`config.mk`:
```
export PLATFORM = sky130hd
export DESIGN_NAME = mts_supervisor
export DESIGN_NICKNAME = d
export VERILOG_FILES = /design/src/mts_pkg.sv /design/src/mts_chan_if.sv /design/src/mts_supervisor.sv /design/src/mts_chan_mon.sv
export VERILOG_INCLUDE_DIRS = /design/src
export SDC_FILE = /design/constraint.sdc
export NUM_CORES = 1
export LEC_CHECK = 0
export BUFFER_PORTS_ARGS = -buffer_cell sky130_fd_sc_hd__buf_4
export CORE_UTILIZATION = 50
export DETAILED_ROUTE_END_ITERATION = 8
export GPL_ROUTABILITY_DRIVEN = 1
export HOLD_SLACK_MARGIN = 0.06
export PLACE_DENSITY = 0.68
export SETUP_SLACK_MARGIN = 0.05
export SYNTH_ARGS = -nofsm -noshare
export SYNTH_HDL_FRONTEND = slang
export SYNTH_HIERARCHICAL = 1
export SYNTH_SLANG_ARGS = --single-unit
```
`constraint.sdc`:
```
create_clock -name clk -period 2.55 [get_ports clk]
set_clock_uncertainty 0.05 [all_clocks]
set_input_delay 0.1275 -clock clk [delete_from_list [all_inputs] [get_ports clk]]
set_output_delay 0.1275 -clock clk [all_outputs]
set_load 0.02 [all_outputs]
```
`src/mts_params.svh`:
```
// motor temperature supervisor: thresholds, output values and timing
// assumes resistance words in whole ohms, 16 bits, clock at 250 MHz
// Function
// - with no reaction, pass linear reading to output, floored at 100 ohm.
// - threshold sensor above 1560 ohm starts the reaction at once.
// - two seconds after prewarning, send trip indication to converter.
// - any input below 30 ohm is a short circuit and starts reaction.
// - short-circuit reaction holds until that input rises above 60 ohm.
// - linear input above 1560 ohm is broken wire or overtemperature.
// - wire or overtemperature reaction holds until linear input below 1500 ohm.
// - reaction causes are exactly short circuit, wire break, overtemperature.
// - first stage drives 1340 ohm as prewarning value.
// - two seconds into first stage, output switches to 1800 ohm trip value.
// - threshold sensor below 1500 ohm before two seconds cancels the reaction.
// - two-channel variant evaluates sensors of two parallel motors.
`ifndef MTS_PARAMS_SVH
`define MTS_PARAMS_SVH
`define MTS_W 16
`define MTS_FLOOR_OHM 16'h0064
`define MTS_SHORT_OHM 16'h001E
`define MTS_SHORT_REL_OHM 16'h003C
`define MTS_HIGH_OHM 16'h0618
`define MTS_HIGH_REL_OHM 16'h05DC
`define MTS_PREWARN_OHM 16'h053C
`define MTS_TRIP_OHM 16'h0708
`define MTS_CLK_MHZ 250
`define MTS_PREWARN_MS 2000
`define MTS_PREWARN_CYC (`MTS_PREWARN_MS * 1000 * `MTS_CLK_MHZ)
`endif

```
`src/mts_pkg.sv`:
```
// motor temperature supervisor types
// assumes mts_params.svh for the numbers
package mts_pkg;
  typedef enum logic [1:0] {MTS_NORMAL, MTS_PREWARN, MTS_TRIP} mts_state_t;
  typedef logic [15:0] mts_ohm_t;
endpackage : mts_pkg

```
`src/mts_chan_if.sv`:
```
// per-channel fault flags from a channel monitor to the top
// assumes one clock shared by both ends
`timescale 1ns/1ps
interface mts_chan_if;
  logic short_flt;
  logic wire_flt;
  logic thr_flt;
  logic [15:0] lin;
  modport mon (output short_flt, wire_flt, thr_flt, lin);
  modport top (input short_flt, wire_flt, thr_flt, lin);
endinterface : mts_chan_if

```
`src/mts_supervisor.sv`:
```
// motor temperature supervisor top: two channels, two-stage reaction
// assumes readings in ohms from converters; chan2_fitted strapped static
`timescale 1ns/1ps
`include "mts_params.svh"
module mts_supervisor import mts_pkg::*; #(
  parameter int unsigned PREWARN_CYC = `MTS_PREWARN_CYC
) (
  input wire logic clk,
  input wire logic rst_n,
  input wire logic chan2_fitted,
  input wire logic [15:0] temp_channel_one_lin,
  input wire logic [15:0] temp_channel_one_thr,
  input wire logic [15:0] temp_channel_two_lin,
  input wire logic [15:0] temp_channel_two_thr,
  output logic [15:0] converter_output_port,
  output logic prewarn_active,
  output logic trip_active
);
  mts_chan_if c1();
  mts_chan_if c2();
  mts_state_t state;
  logic [29:0] timer;
  logic fit_s1, fit_s2, armed;
  logic react_any, thr_any, lin_hold;
  mts_ohm_t lin_max, pass_val;

  // both channels use the same monitor
  mts_chan_mon u_ch1 (.clk(clk), .rst_n(rst_n), .lin_ohm(temp_channel_one_lin),
    .thr_ohm(temp_channel_one_thr), .ch(c1.mon));
  mts_chan_mon u_ch2 (.clk(clk), .rst_n(rst_n), .lin_ohm(temp_channel_two_lin),
    .thr_ohm(temp_channel_two_thr), .ch(c2.mon));

  // strap synchroniser; armed on the first clock after reset release
  always_ff @(posedge clk) begin
    if (!rst_n) begin
      fit_s1 <= 1'b0;
      fit_s2 <= 1'b0;
      armed <= 1'b0;
    end else begin
      fit_s1 <= chan2_fitted;
      fit_s2 <= fit_s1;
      armed <= 1'b1;
    end
  end

  // causes merged over fitted channels
  always_comb begin
    thr_any = c1.thr_flt | (fit_s2 & c2.thr_flt);
    lin_hold = c1.short_flt | c1.wire_flt | (fit_s2 & (c2.short_flt | c2.wire_flt));
    react_any = thr_any | lin_hold;
    lin_max = (fit_s2 && c2.lin > c1.lin) ? c2.lin : c1.lin;
    pass_val = (lin_max < `MTS_FLOOR_OHM) ? `MTS_FLOOR_OHM : lin_max;
  end

  // reaction sequence; all causes clearing, short or wire included, cancels it from prewarn or trip
  always_ff @(posedge clk) begin
    if (!rst_n) begin
      state <= MTS_NORMAL;
      timer <= 30'h00000000;
    end else begin
      case (state)
        MTS_NORMAL: begin
          timer <= 30'h00000000;
          if (armed && react_any) state <= MTS_PREWARN;
        end
        MTS_PREWARN: begin
          if (!react_any) begin
            state <= MTS_NORMAL;
          end else if (timer >= 30'(PREWARN_CYC - 1)) begin
            state <= MTS_TRIP;
          end else begin
            timer <= timer + 30'h00000001;
          end
        end
        MTS_TRIP: begin
          if (!react_any) state <= MTS_NORMAL;
        end
        default: state <= MTS_NORMAL;
      endcase
    end
  end

  // registered output value
  always_ff @(posedge clk) begin
    if (!rst_n) begin
      converter_output_port <= `MTS_FLOOR_OHM;
    end else begin
      case (state)
        MTS_PREWARN: converter_output_port <= `MTS_PREWARN_OHM;
        MTS_TRIP: converter_output_port <= `MTS_TRIP_OHM;
        default: converter_output_port <= pass_val;
      endcase
    end
  end

  assign prewarn_active = (state == MTS_PREWARN);
  assign trip_active = (state == MTS_TRIP);

  a_trip_delay: assert property (@(posedge clk) disable iff (!rst_n)
    $rose(state == MTS_TRIP) |-> timer >= 30'(PREWARN_CYC - 1))
    else $error("trip before prewarn interval");
  a_prewarn_val: assert property (@(posedge clk) disable iff (!rst_n)
    state == MTS_PREWARN |=> converter_output_port == `MTS_PREWARN_OHM)
    else $error("prewarn value wrong");
  a_trip_val: assert property (@(posedge clk) disable iff (!rst_n)
    state == MTS_TRIP |=> converter_output_port == `MTS_TRIP_OHM)
    else $error("trip value wrong");
  a_start_react: assert property (@(posedge clk) disable iff (!rst_n)
    state == MTS_NORMAL && armed && react_any |=> state == MTS_PREWARN)
    else $error("reaction not started");
  a_cancel: assert property (@(posedge clk) disable iff (!rst_n)
    state == MTS_PREWARN && !react_any |=> state == MTS_NORMAL)
    else $error("reaction not cancelled");
  a_floor_pass: assert property (@(posedge clk) disable iff (!rst_n)
    state == MTS_NORMAL && !react_any |=> converter_output_port >= `MTS_FLOOR_OHM)
    else $error("output under floor");
  a_reset_idle: assert property (@(posedge clk)
    !rst_n |=> state == MTS_NORMAL && timer == 30'h00000000)
    else $error("not idle after reset");
  a_causes: assert property (@(posedge clk) disable iff (!rst_n)
    state == MTS_NORMAL && !react_any |=> state == MTS_NORMAL)
    else $error("reaction without cause");

  c_prewarn: cover property (@(posedge clk) disable iff (!rst_n) state == MTS_PREWARN);
  c_trip: cover property (@(posedge clk) disable iff (!rst_n) state == MTS_TRIP);
  c_cancel: cover property (@(posedge clk) disable iff (!rst_n)
    state == MTS_PREWARN ##1 state == MTS_NORMAL);
endmodule : mts_supervisor

```
`src/mts_chan_mon.sv`:
```
// one temperature channel: synchronises readings, keeps hysteresis flags
// assumes readings arrive asynchronously and settle between samples
`timescale 1ns/1ps
`include "mts_params.svh"
module mts_chan_mon import mts_pkg::*; (
  input wire logic clk,
  input wire logic rst_n,
  input wire logic [15:0] lin_ohm,
  input wire logic [15:0] thr_ohm,
  mts_chan_if.mon ch
);
  mts_ohm_t lin_s1, lin_s2, lin_s3, lin_q, thr_s1, thr_s2, thr_s3, thr_q;
  logic lin_short, thr_short, wire_f, thr_f;

  // two-flop synchroniser for pin-side readings; reset to the floor value,
  // which is neither short nor high, so no false cause follows reset
  always_ff @(posedge clk) begin
    if (!rst_n) begin
      lin_s1 <= `MTS_FLOOR_OHM;
      lin_s2 <= `MTS_FLOOR_OHM;
      thr_s1 <= `MTS_FLOOR_OHM;
      thr_s2 <= `MTS_FLOOR_OHM;
    end else begin
      lin_s1 <= lin_ohm;
      lin_s2 <= lin_s1;
      thr_s1 <= thr_ohm;
      thr_s2 <= thr_s1;
    end
  end

  // word taken only when two samples agree: bits that resolve on
  // different edges never form a false reading (costs two cycles)
  always_ff @(posedge clk) begin
    if (!rst_n) begin
      lin_s3 <= `MTS_FLOOR_OHM;
      thr_s3 <= `MTS_FLOOR_OHM;
      lin_q <= `MTS_FLOOR_OHM;
      thr_q <= `MTS_FLOOR_OHM;
    end else begin
      lin_s3 <= lin_s2;
      thr_s3 <= thr_s2;
      if (lin_s2 == lin_s3) lin_q <= lin_s2;
      if (thr_s2 == thr_s3) thr_q <= thr_s2;
    end
  end

  // short flags: set below 30, clear only above 60
  always_ff @(posedge clk) begin
    if (!rst_n) begin
      lin_short <= 1'b0;
      thr_short <= 1'b0;
    end else begin
      if (lin_q < `MTS_SHORT_OHM) lin_short <= 1'b1;
      else if (lin_q > `MTS_SHORT_REL_OHM) lin_short <= 1'b0;
      if (thr_q < `MTS_SHORT_OHM) thr_short <= 1'b1;
      else if (thr_q > `MTS_SHORT_REL_OHM) thr_short <= 1'b0;
    end
  end

  // high flags: set above 1560, clear below 1500
  always_ff @(posedge clk) begin
    if (!rst_n) begin
      wire_f <= 1'b0;
      thr_f <= 1'b0;
    end else begin
      if (lin_q > `MTS_HIGH_OHM) wire_f <= 1'b1;
      else if (lin_q < `MTS_HIGH_REL_OHM) wire_f <= 1'b0;
      if (thr_q > `MTS_HIGH_OHM) thr_f <= 1'b1;
      else if (thr_q < `MTS_HIGH_REL_OHM) thr_f <= 1'b0;
    end
  end

  assign ch.short_flt = lin_short | thr_short;
  assign ch.wire_flt = wire_f;
  assign ch.thr_flt = thr_f;
  assign ch.lin = lin_q;

  a_short_hyst: assert property (@(posedge clk) disable iff (!rst_n)
    lin_short && lin_q <= `MTS_SHORT_REL_OHM |=> lin_short)
    else $error("short flag left inside hysteresis");
  a_wire_hyst: assert property (@(posedge clk) disable iff (!rst_n)
    wire_f && lin_q >= `MTS_HIGH_REL_OHM |=> wire_f)
    else $error("wire flag left inside hysteresis");
  a_short_set: assert property (@(posedge clk) disable iff (!rst_n)
    lin_q < `MTS_SHORT_OHM |=> lin_short)
    else $error("short not detected");
endmodule : mts_chan_mon

```
==> key figures, run 1 <==
Outcome
  – Status: completed

Power and ir drop
  – Sequential power share: 49.8%
  – Sw power: 2.21 mW
  – VDD IR max: 0.471 mV
  – Sw Ratio: 21.4%
  – PD cells: 705 mW/mm^2
  – Static Leak: 6.70 nW
  – Pint: 8.09 mW
  – Clock Power Share: 44.5%
  – Combinational Power Share: 5.8%

Logic synthesis
  – Unique masters post-synth: 54
  – Most common cell in the synthesized netlist: dfxtp_1
  – Area leader, netlist: dfxtp_1
  – Synth area leaders: dfxtp_1 54%, and2_1 5.9%, mux2i_1 5.2%, nand2_1 4.8%, xor2_1 4.8%
  – Top cell type's share of synthesized area: 53.5%
  – Most used flip-flop cell after synthesis: dfxtp_1
  – Sequential share of the synthesized area: 53.5%
  – Post-synth EDFFs: 0
  – Mapped Area: 0.0118 sq mm
  – Syn_nets: 1281
  – Avg Cell Area, Syn: 9.87 sq um
  – Synth Warn #: 6
  – Gate Count Post-Synth: 1194
  – Fraction of registers with async set/reset: 0%
  – Top post-synthesis cells by count: 315 x dfxtp_1, 150 x nand2_1, 112 x and2_1
  – FF+latch count, synth: 315

Setup path
  – Critical path type: reg2reg
  – Crit-path cells: a21o_1, a311oi_1, o21a_1, a21boi_2, buf_4, or4_1, a21oi_1
  – Max Fanout on Critical Path: 21
  – Levels on crit path: 7
  – CP max-delay cell: or4_1
  – CP peak stage delay: 530 ps
  – Critical Path RT: 2930 ps
  – Top delay family on crit path: compound AO/OA/AOI/OAI gates
  – Worst R2R Start: timer[16]$_SDFFE_PN0P_
  – CP Launch Point: timer[16]$_SDFFE_PN0P_
  – CP bufs+invs: 1
  – Crit path DAT: 2730 ps
  – Crit start category: register
  – Worst R2R Path Depth: 7
  – CP Capture Type: register

Global routing
  – Overall routing resource usage: 19.4%
  – Antenna violations before repair: 0
  – Vias in the first global route: 8161
  – Gr ovfl total: 0
  – Largest net degree at the start of global routing: 116
  – First-pass GRT wire length: 38200 um

Clock network
  – CTS tree: yes
  – Worst-Skew Late Latency: 500 ps
  – CTS Buf Count: 35
  – Clock sinks: 315
  – Clk slew on worst S/H paths: 60 ps
  – H-Tree Depth: 2
  – Clock buffer depth: 3
  – Root Buffer: clkbuf_16

Finish
  – Reg with most FFs: timer
  – Final Net Count: 1454
  – Layout cells sized above 1: 14.1%
  – Core Util, Final: 63.9%
  – Antenna diode count: 0
  – Max FFs per register: 30
  – Synth-to-layout area growth: 24.0%

Timing
  – Worst slew pin tran: 503 ps
  – Hold WS: 310 ps
  – Fin. Hold Viols: 0
  – Fin. max-slew vios: 0
  – Minimum clock period: 2350 ps
  – Final setup viols: 0
  – Setup TNS: 0 ps
  – Tcrit/Tclk final: 92.2%
  – Max_slew headroom: 66.1%
  – Max Fclk: 425 MHz
  – RSZ-0062 raised after global routing: true

Placed design
  – Routability cong.: 0.866
  – DP HPWL: 15000 um
  – Port bufs: 84

Routing
  – DRT iter0 DRCs: 413
  – DR pass1 iterations: 5
  – Vias per cell: 4.97
  – Vias: 8462
  – Routed Antenna Nets: 0
  – DR DRC count: 0
  – Wirelength per Cell: 13.4 um
  – Final wirelength: 22800 um

Floorplan
  – Starting Density: 51.6%
  – Chip width: 156 um
  – Die area: 0.0242 sq mm
  – Die H: 156 um
  – Std-Cell Rows: 55
  – Ports: 85
  – Core area: 0.0228 sq mm

Hold path
  – Worst hold path class: in2reg
  – Hold depth: 3
  – Min-Delay Startpoint: temp_channel_two_thr[2]

Flow run
  – Max cap viols: 0
cell families (layout without fill, tap and decap cells):
| kind of cell | Yosys count | after routing | synth area share (%) |
|---|---|---|---|
| AND/OR/NAND/NOR | 478 | 478 | 21.9 |
| AO/OA/AOI/OAI | 114 | 114 | 6.75 |
| buffers and inverters | 130 | 327 | 4.60 |
| adder cells (fa/ha/maj) | 20 | 20 | 2.12 |
| flip-flops | 315 | 315 | 53.5 |
| multiplexers | 73 | 73 | 6.33 |
| XOR/XNOR | 64 | 64 | 4.76 |
cell usage in the layout (no fill, tap or decap), drive strengths merged, types with 7 or more instances in the layout:
| cell | netlist | layout |
|---|---|---|
| a211oi | 7 | 7 |
| a21oi | 30 | 30 |
| a31oi | 10 | 10 |
| and2 | 112 | 112 |
| buf | 15 | 115 |
| clkbuf | 34 | 50 |
| clkinv | 0 | 7 |
| dfxtp | 315 | 315 |
| dlygate4sd3 | 0 | 70 |
| ha | 20 | 20 |
| inv | 81 | 83 |
| mux2 | 12 | 12 |
| mux2i | 61 | 61 |
| nand2 | 150 | 150 |
| nand2b | 50 | 50 |
| nand3 | 23 | 23 |
| nand4 | 21 | 21 |
| nor2 | 28 | 28 |
| nor2b | 10 | 10 |
| nor3 | 17 | 17 |
| nor4 | 25 | 25 |
| o21ai | 14 | 14 |
| o31ai | 15 | 15 |
| or3 | 9 | 9 |
| or4 | 14 | 14 |
| xor2 | 64 | 64 |
path summary, 6_finish.rpt:
kind | to | slack [ps]
worst max-delay path | timer[18]$_SDFFE_PN0P_ | 200
worst min-delay path | u_ch2/thr_s1[2]$_SDFF_PN1_ | 310
worst max register to register | timer[18]$_SDFFE_PN0P_ | 200
worst min register to register | u_ch1/thr_s2[5]$_SDFF_PN1_ | 360
worst min-delay path, cell delays in order:
cell	delay, ps
dlygate4sd3_1	520
buf_4	90
nand2b_1	80
area by class of cell:
type / instances / area (sq um)
clock inverter: 11 / 67.6
fill: 1892 / 8240
timing repair buffer: 185 / 1590
inverter: 81 / 304
tap: 313 / 392
clock buffer: 50 / 992
multi-input combinational: 749 / 4960
sequential: 315 / 6310
per-layer routing:
metal  track usage, %  wire length [um]  part of all wire [%]
met3             3.34               865                   3.8
met4             6.54               418                   1.8
met5                0                 0                     0
met2             31.9             10600                    47
met1             25.7             10900                    48
metrics by stage:
step / setup WS, ps / area, sq um / cells / power [mW]
2_1_floorplan: 231 / 11800 / 1194 / 5.56
3_3_place_gp: 277 / 12800 / 1573 / 5.74
3_5_place_dp: 131 / 12800 / 1573 / 5.74
4_1_cts: 114 / 14600 / 1704 / 10.4
5_1_grt: 45.9 / 14600 / 1704 / 10.7
6_report: 199 / 14600 / 1704 / 10.3
repair_timing:
action / 4_1_cts / 5_1_grt
endpoints found under the setup margin: 0 / 9
hold buffers: 70 / 0
endpoints found under the hold margin: 96 / 0
setup buffers: 0 / 0
gates resized for setup: 0 / 2
power by group through the flow:
stage | Combinational [mW] | Sequential (mW) | Clock [mW]
final | 0.593 | 5.13 | 4.58
after global routing | 0.654 | 5.14 | 4.94
after CTS | 0.595 | 5.13 | 4.71
after detailed placement | 0.508 | 5.24 | 0
after global placement | 0.503 | 5.23 | 0
after floorplan | 0.336 | 5.22 | 0
Power figures use the tool's default switching activity.
==> run 2, diff against run 1 <==
==> constraint.sdc (replaced) <==
create_clock -name clk -period 2.55 [get_ports clk]
set_clock_uncertainty 0.05 [all_clocks]
set_input_delay 0.3825 -clock clk [delete_from_list [all_inputs] [get_ports clk]]
set_output_delay 0.3825 -clock clk [all_outputs]
set_load 0.02 [all_outputs]
==> run 2 against run 1 <==
- via count shrank 0.18%
- utilization down 0.33 points
- first-iteration DRC count is 5.8% lower
- critical path type unchanged
- highest routed layer unchanged
==> key figures, run 2 (synthesis gave the netlist of run 1 again) <==
Global routing
  – Gr ovfl total: 0 (unchanged)
  – Largest net degree at the start of global routing: 83 (-28%)
  – Vias in the first global route: 8024 (-1.7%)
  – Overall routing resource usage: 19.2% (-0.21 points)
  – First-pass GRT wire length: 38100 um (-0.43%)
  – Antenna violations before repair: 0 (unchanged)

Routing
  – Vias: 8447 (-0.18%)
  – DRT iter0 DRCs: 389 (-5.8%)
  – WL met3: 1020 um (+18%)
  – Met2 wire len: 10600 um (-0.21%)
  – Final wirelength: 22700 um (-0.56%)
  – DR pass1 iterations: 5 (unchanged)
  – Wirelength per Cell: 13.4 um (about the same)
  – Routed Antenna Nets: 0 (unchanged)
  – DR DRC count: 0 (unchanged)
  – Met1 WL: 10500 um (-3.1%)
  – Highest routed layer: met4
  – Vias per cell: 4.98 (+0.35%)

Clock network
  – Clock sinks: 315 (unchanged)
  – CTS tree: yes
  – Clk slew on worst S/H paths: 60 ps (about the same)
  – Worst-Skew Late Latency: 550 ps (+50 ps)
  – CTS Buf Count: 31 (-11%)
  – Clock buffer depth: 3 (unchanged)
  – Root Buffer: clkbuf_16
  – H-Tree Depth: 1 (-1)
  – Post-CTS setup buffer count: 0 (unchanged)

Flow run
  – Max cap viols: 0 (unchanged)

Setup path
  – CP most frequent cell: nand3_1
  – Crit path DAT: 2740 ps (about the same)
  – Critical Path RT: 2970 ps (+40 ps)
  – CP peak stage delay: 460 ps (-70 ps)
  – Crit start category: register
  – CP Capture Type: register
  – Max Fanout on Critical Path: 6 (-71%)
  – Worst R2R Start: timer[11]$_SDFFE_PN0P_
  – Crit-path cells: and4_1, nand3_1, nor4_2, nand3_1, or4_1, a21oi_1
  – CP max-delay cell: nor4_2
  – Critical path type: reg2reg
  – CP Launch Point: timer[11]$_SDFFE_PN0P_

Finish
  – Reg with most FFs: timer
  – Antenna diode count: 0 (unchanged)
  – Synth-to-layout area growth: 23.3%
  – Commonest non-fill, non-tap cell in the layout: dfxtp_1
  – Max FFs per register: 30 (unchanged)
  – Most frequent cells in the layout: 314 x dfxtp_1, 150 x nand2_1, 113 x buf_4
  – Final Net Count: 1447 (-0.48%)
  – Layout cells sized above 1: 14.0% (-0.053 points)

Floorplan
  – Ports: 85 (unchanged)
  – Chip width: 156 um (unchanged)
  – Die H: 156 um (unchanged)
  – Starting Density: 51.6% (unchanged)
  – Core area: 0.0228 sq mm (unchanged)
  – Die area: 0.0242 sq mm (unchanged)
  – Std-Cell Rows: 55 (unchanged)

Timing
  – Final setup viols: 0 (unchanged)
  – RSZ-0062 raised after global routing: false
  – Final Worst Setup Slack: 223 ps (+24.1 ps)
  – Tcrit/Tclk final: 91.3% (-0.95 points)
  – Max_slew headroom: 63.1% (-3.1 points)
  – Setup TNS: 0 ps (unchanged)
  – Fin. Hold Viols: 0 (unchanged)
  – Minimum clock period: 2330 ps (-24.1 ps)
  – Fin. max-slew vios: 0 (unchanged)
  – Worst slew pin tran: 547 ps (+43.5 ps)
  – Max Fclk: 430 MHz (+1.0%)

Power and ir drop
  – Static Leak: 6.64 nW (-0.89%)
  – VDD IR max: 0.523 mV (+11%)
  – PD cells: 703 mW/mm^2 (-0.33%)

Hold path
  – Min-Delay Startpoint: u_ch1/thr_s1[5]$_SDFF_PN1_
  – Worst hold path class: reg2reg

Placed design
  – Routability cong.: 0.866 (about the same)
  – DP HPWL: 14900 um (-0.42%)
  – Port bufs: 84 (unchanged)
  – Place WS: 179 ps (+48.1 ps)

Outcome
  – Status: completed
run 2: cell count changes in the layout (fill, tap and decap cells not counted), sizes merged, moves of 2 or more:
cell	change
bufinv	+3
clkbuf	-6
clkinv	-3
clkinvlp	+2
dlygate4sd3	-4
inv	-2
run 2: layout make-up:
type                            instances  area [sq um]
Clock buffer                           44           885
Clock inverter                         11           140
Tap cell                              313           392
Sequential cell                       315          6310
Multi-Input combinational cell        749          4950
Inverter                               81           304
Fill cell                            1962          8310
Timing Repair Buffer                  182          1560
run 2: final timing paths:
check	depth (start not counted)	slack, ps	to
min	1	360	u_ch1/thr_s2[5]$_SDFF_PN1_
min reg2reg	1	360	u_ch1/thr_s2[5]$_SDFF_PN1_
max	6	220	timer[27]$_SDFFE_PN0P_
max reg2reg	6	220	timer[27]$_SDFFE_PN0P_
run 2: routing by layer:
layer	track usage, %	vias up
met5	0	-
met4	6.02	0
met3	3.06	40
met2	31.6	147
met1	25.7	3917
li1	-	4343
run 2: stage by stage:
step                utilization (%)  hold WS [ps]  std cells  cell area (sq um)  power, mW
detailed placement             56.2           346       1574              12800       5.75
CTS                            63.6           359       1695              14500       10.3
global placement               56.2           346       1574              12800       5.74
global route                   63.6           382       1695              14500       10.6
floorplan                         -           336       1194              11800       5.56
finish                         63.6           356       1695              14500       10.2
run 2: repair_timing:
action / 4_1_cts / 5_1_grt
gates resized for setup: 0 / 3
endpoints found under the setup margin: 0 / 8
hold buffers: 66 / 0
endpoints found under the hold margin: 66 / 0
run 2: worst max-delay path, delay by kind of cell (launching register included):
family / cells / cell delay [ps]
AO/OA/AOI/OAI: 1 / 150
AND/OR/NAND/NOR: 5 / 1630
flip-flops: 1 / 400
run 2: report_power, final:
| group | internal (mW) | switching (mW) | total (mW) |
|---|---|---|---|
| Sequential | 5.06 | 0.0625 | 5.13 |
| Combinational | 0.316 | 0.276 | 0.592 |
| Clock | 2.70 | 1.80 | 4.50 |
| Total | 8.08 | 2.14 | 10.2 |
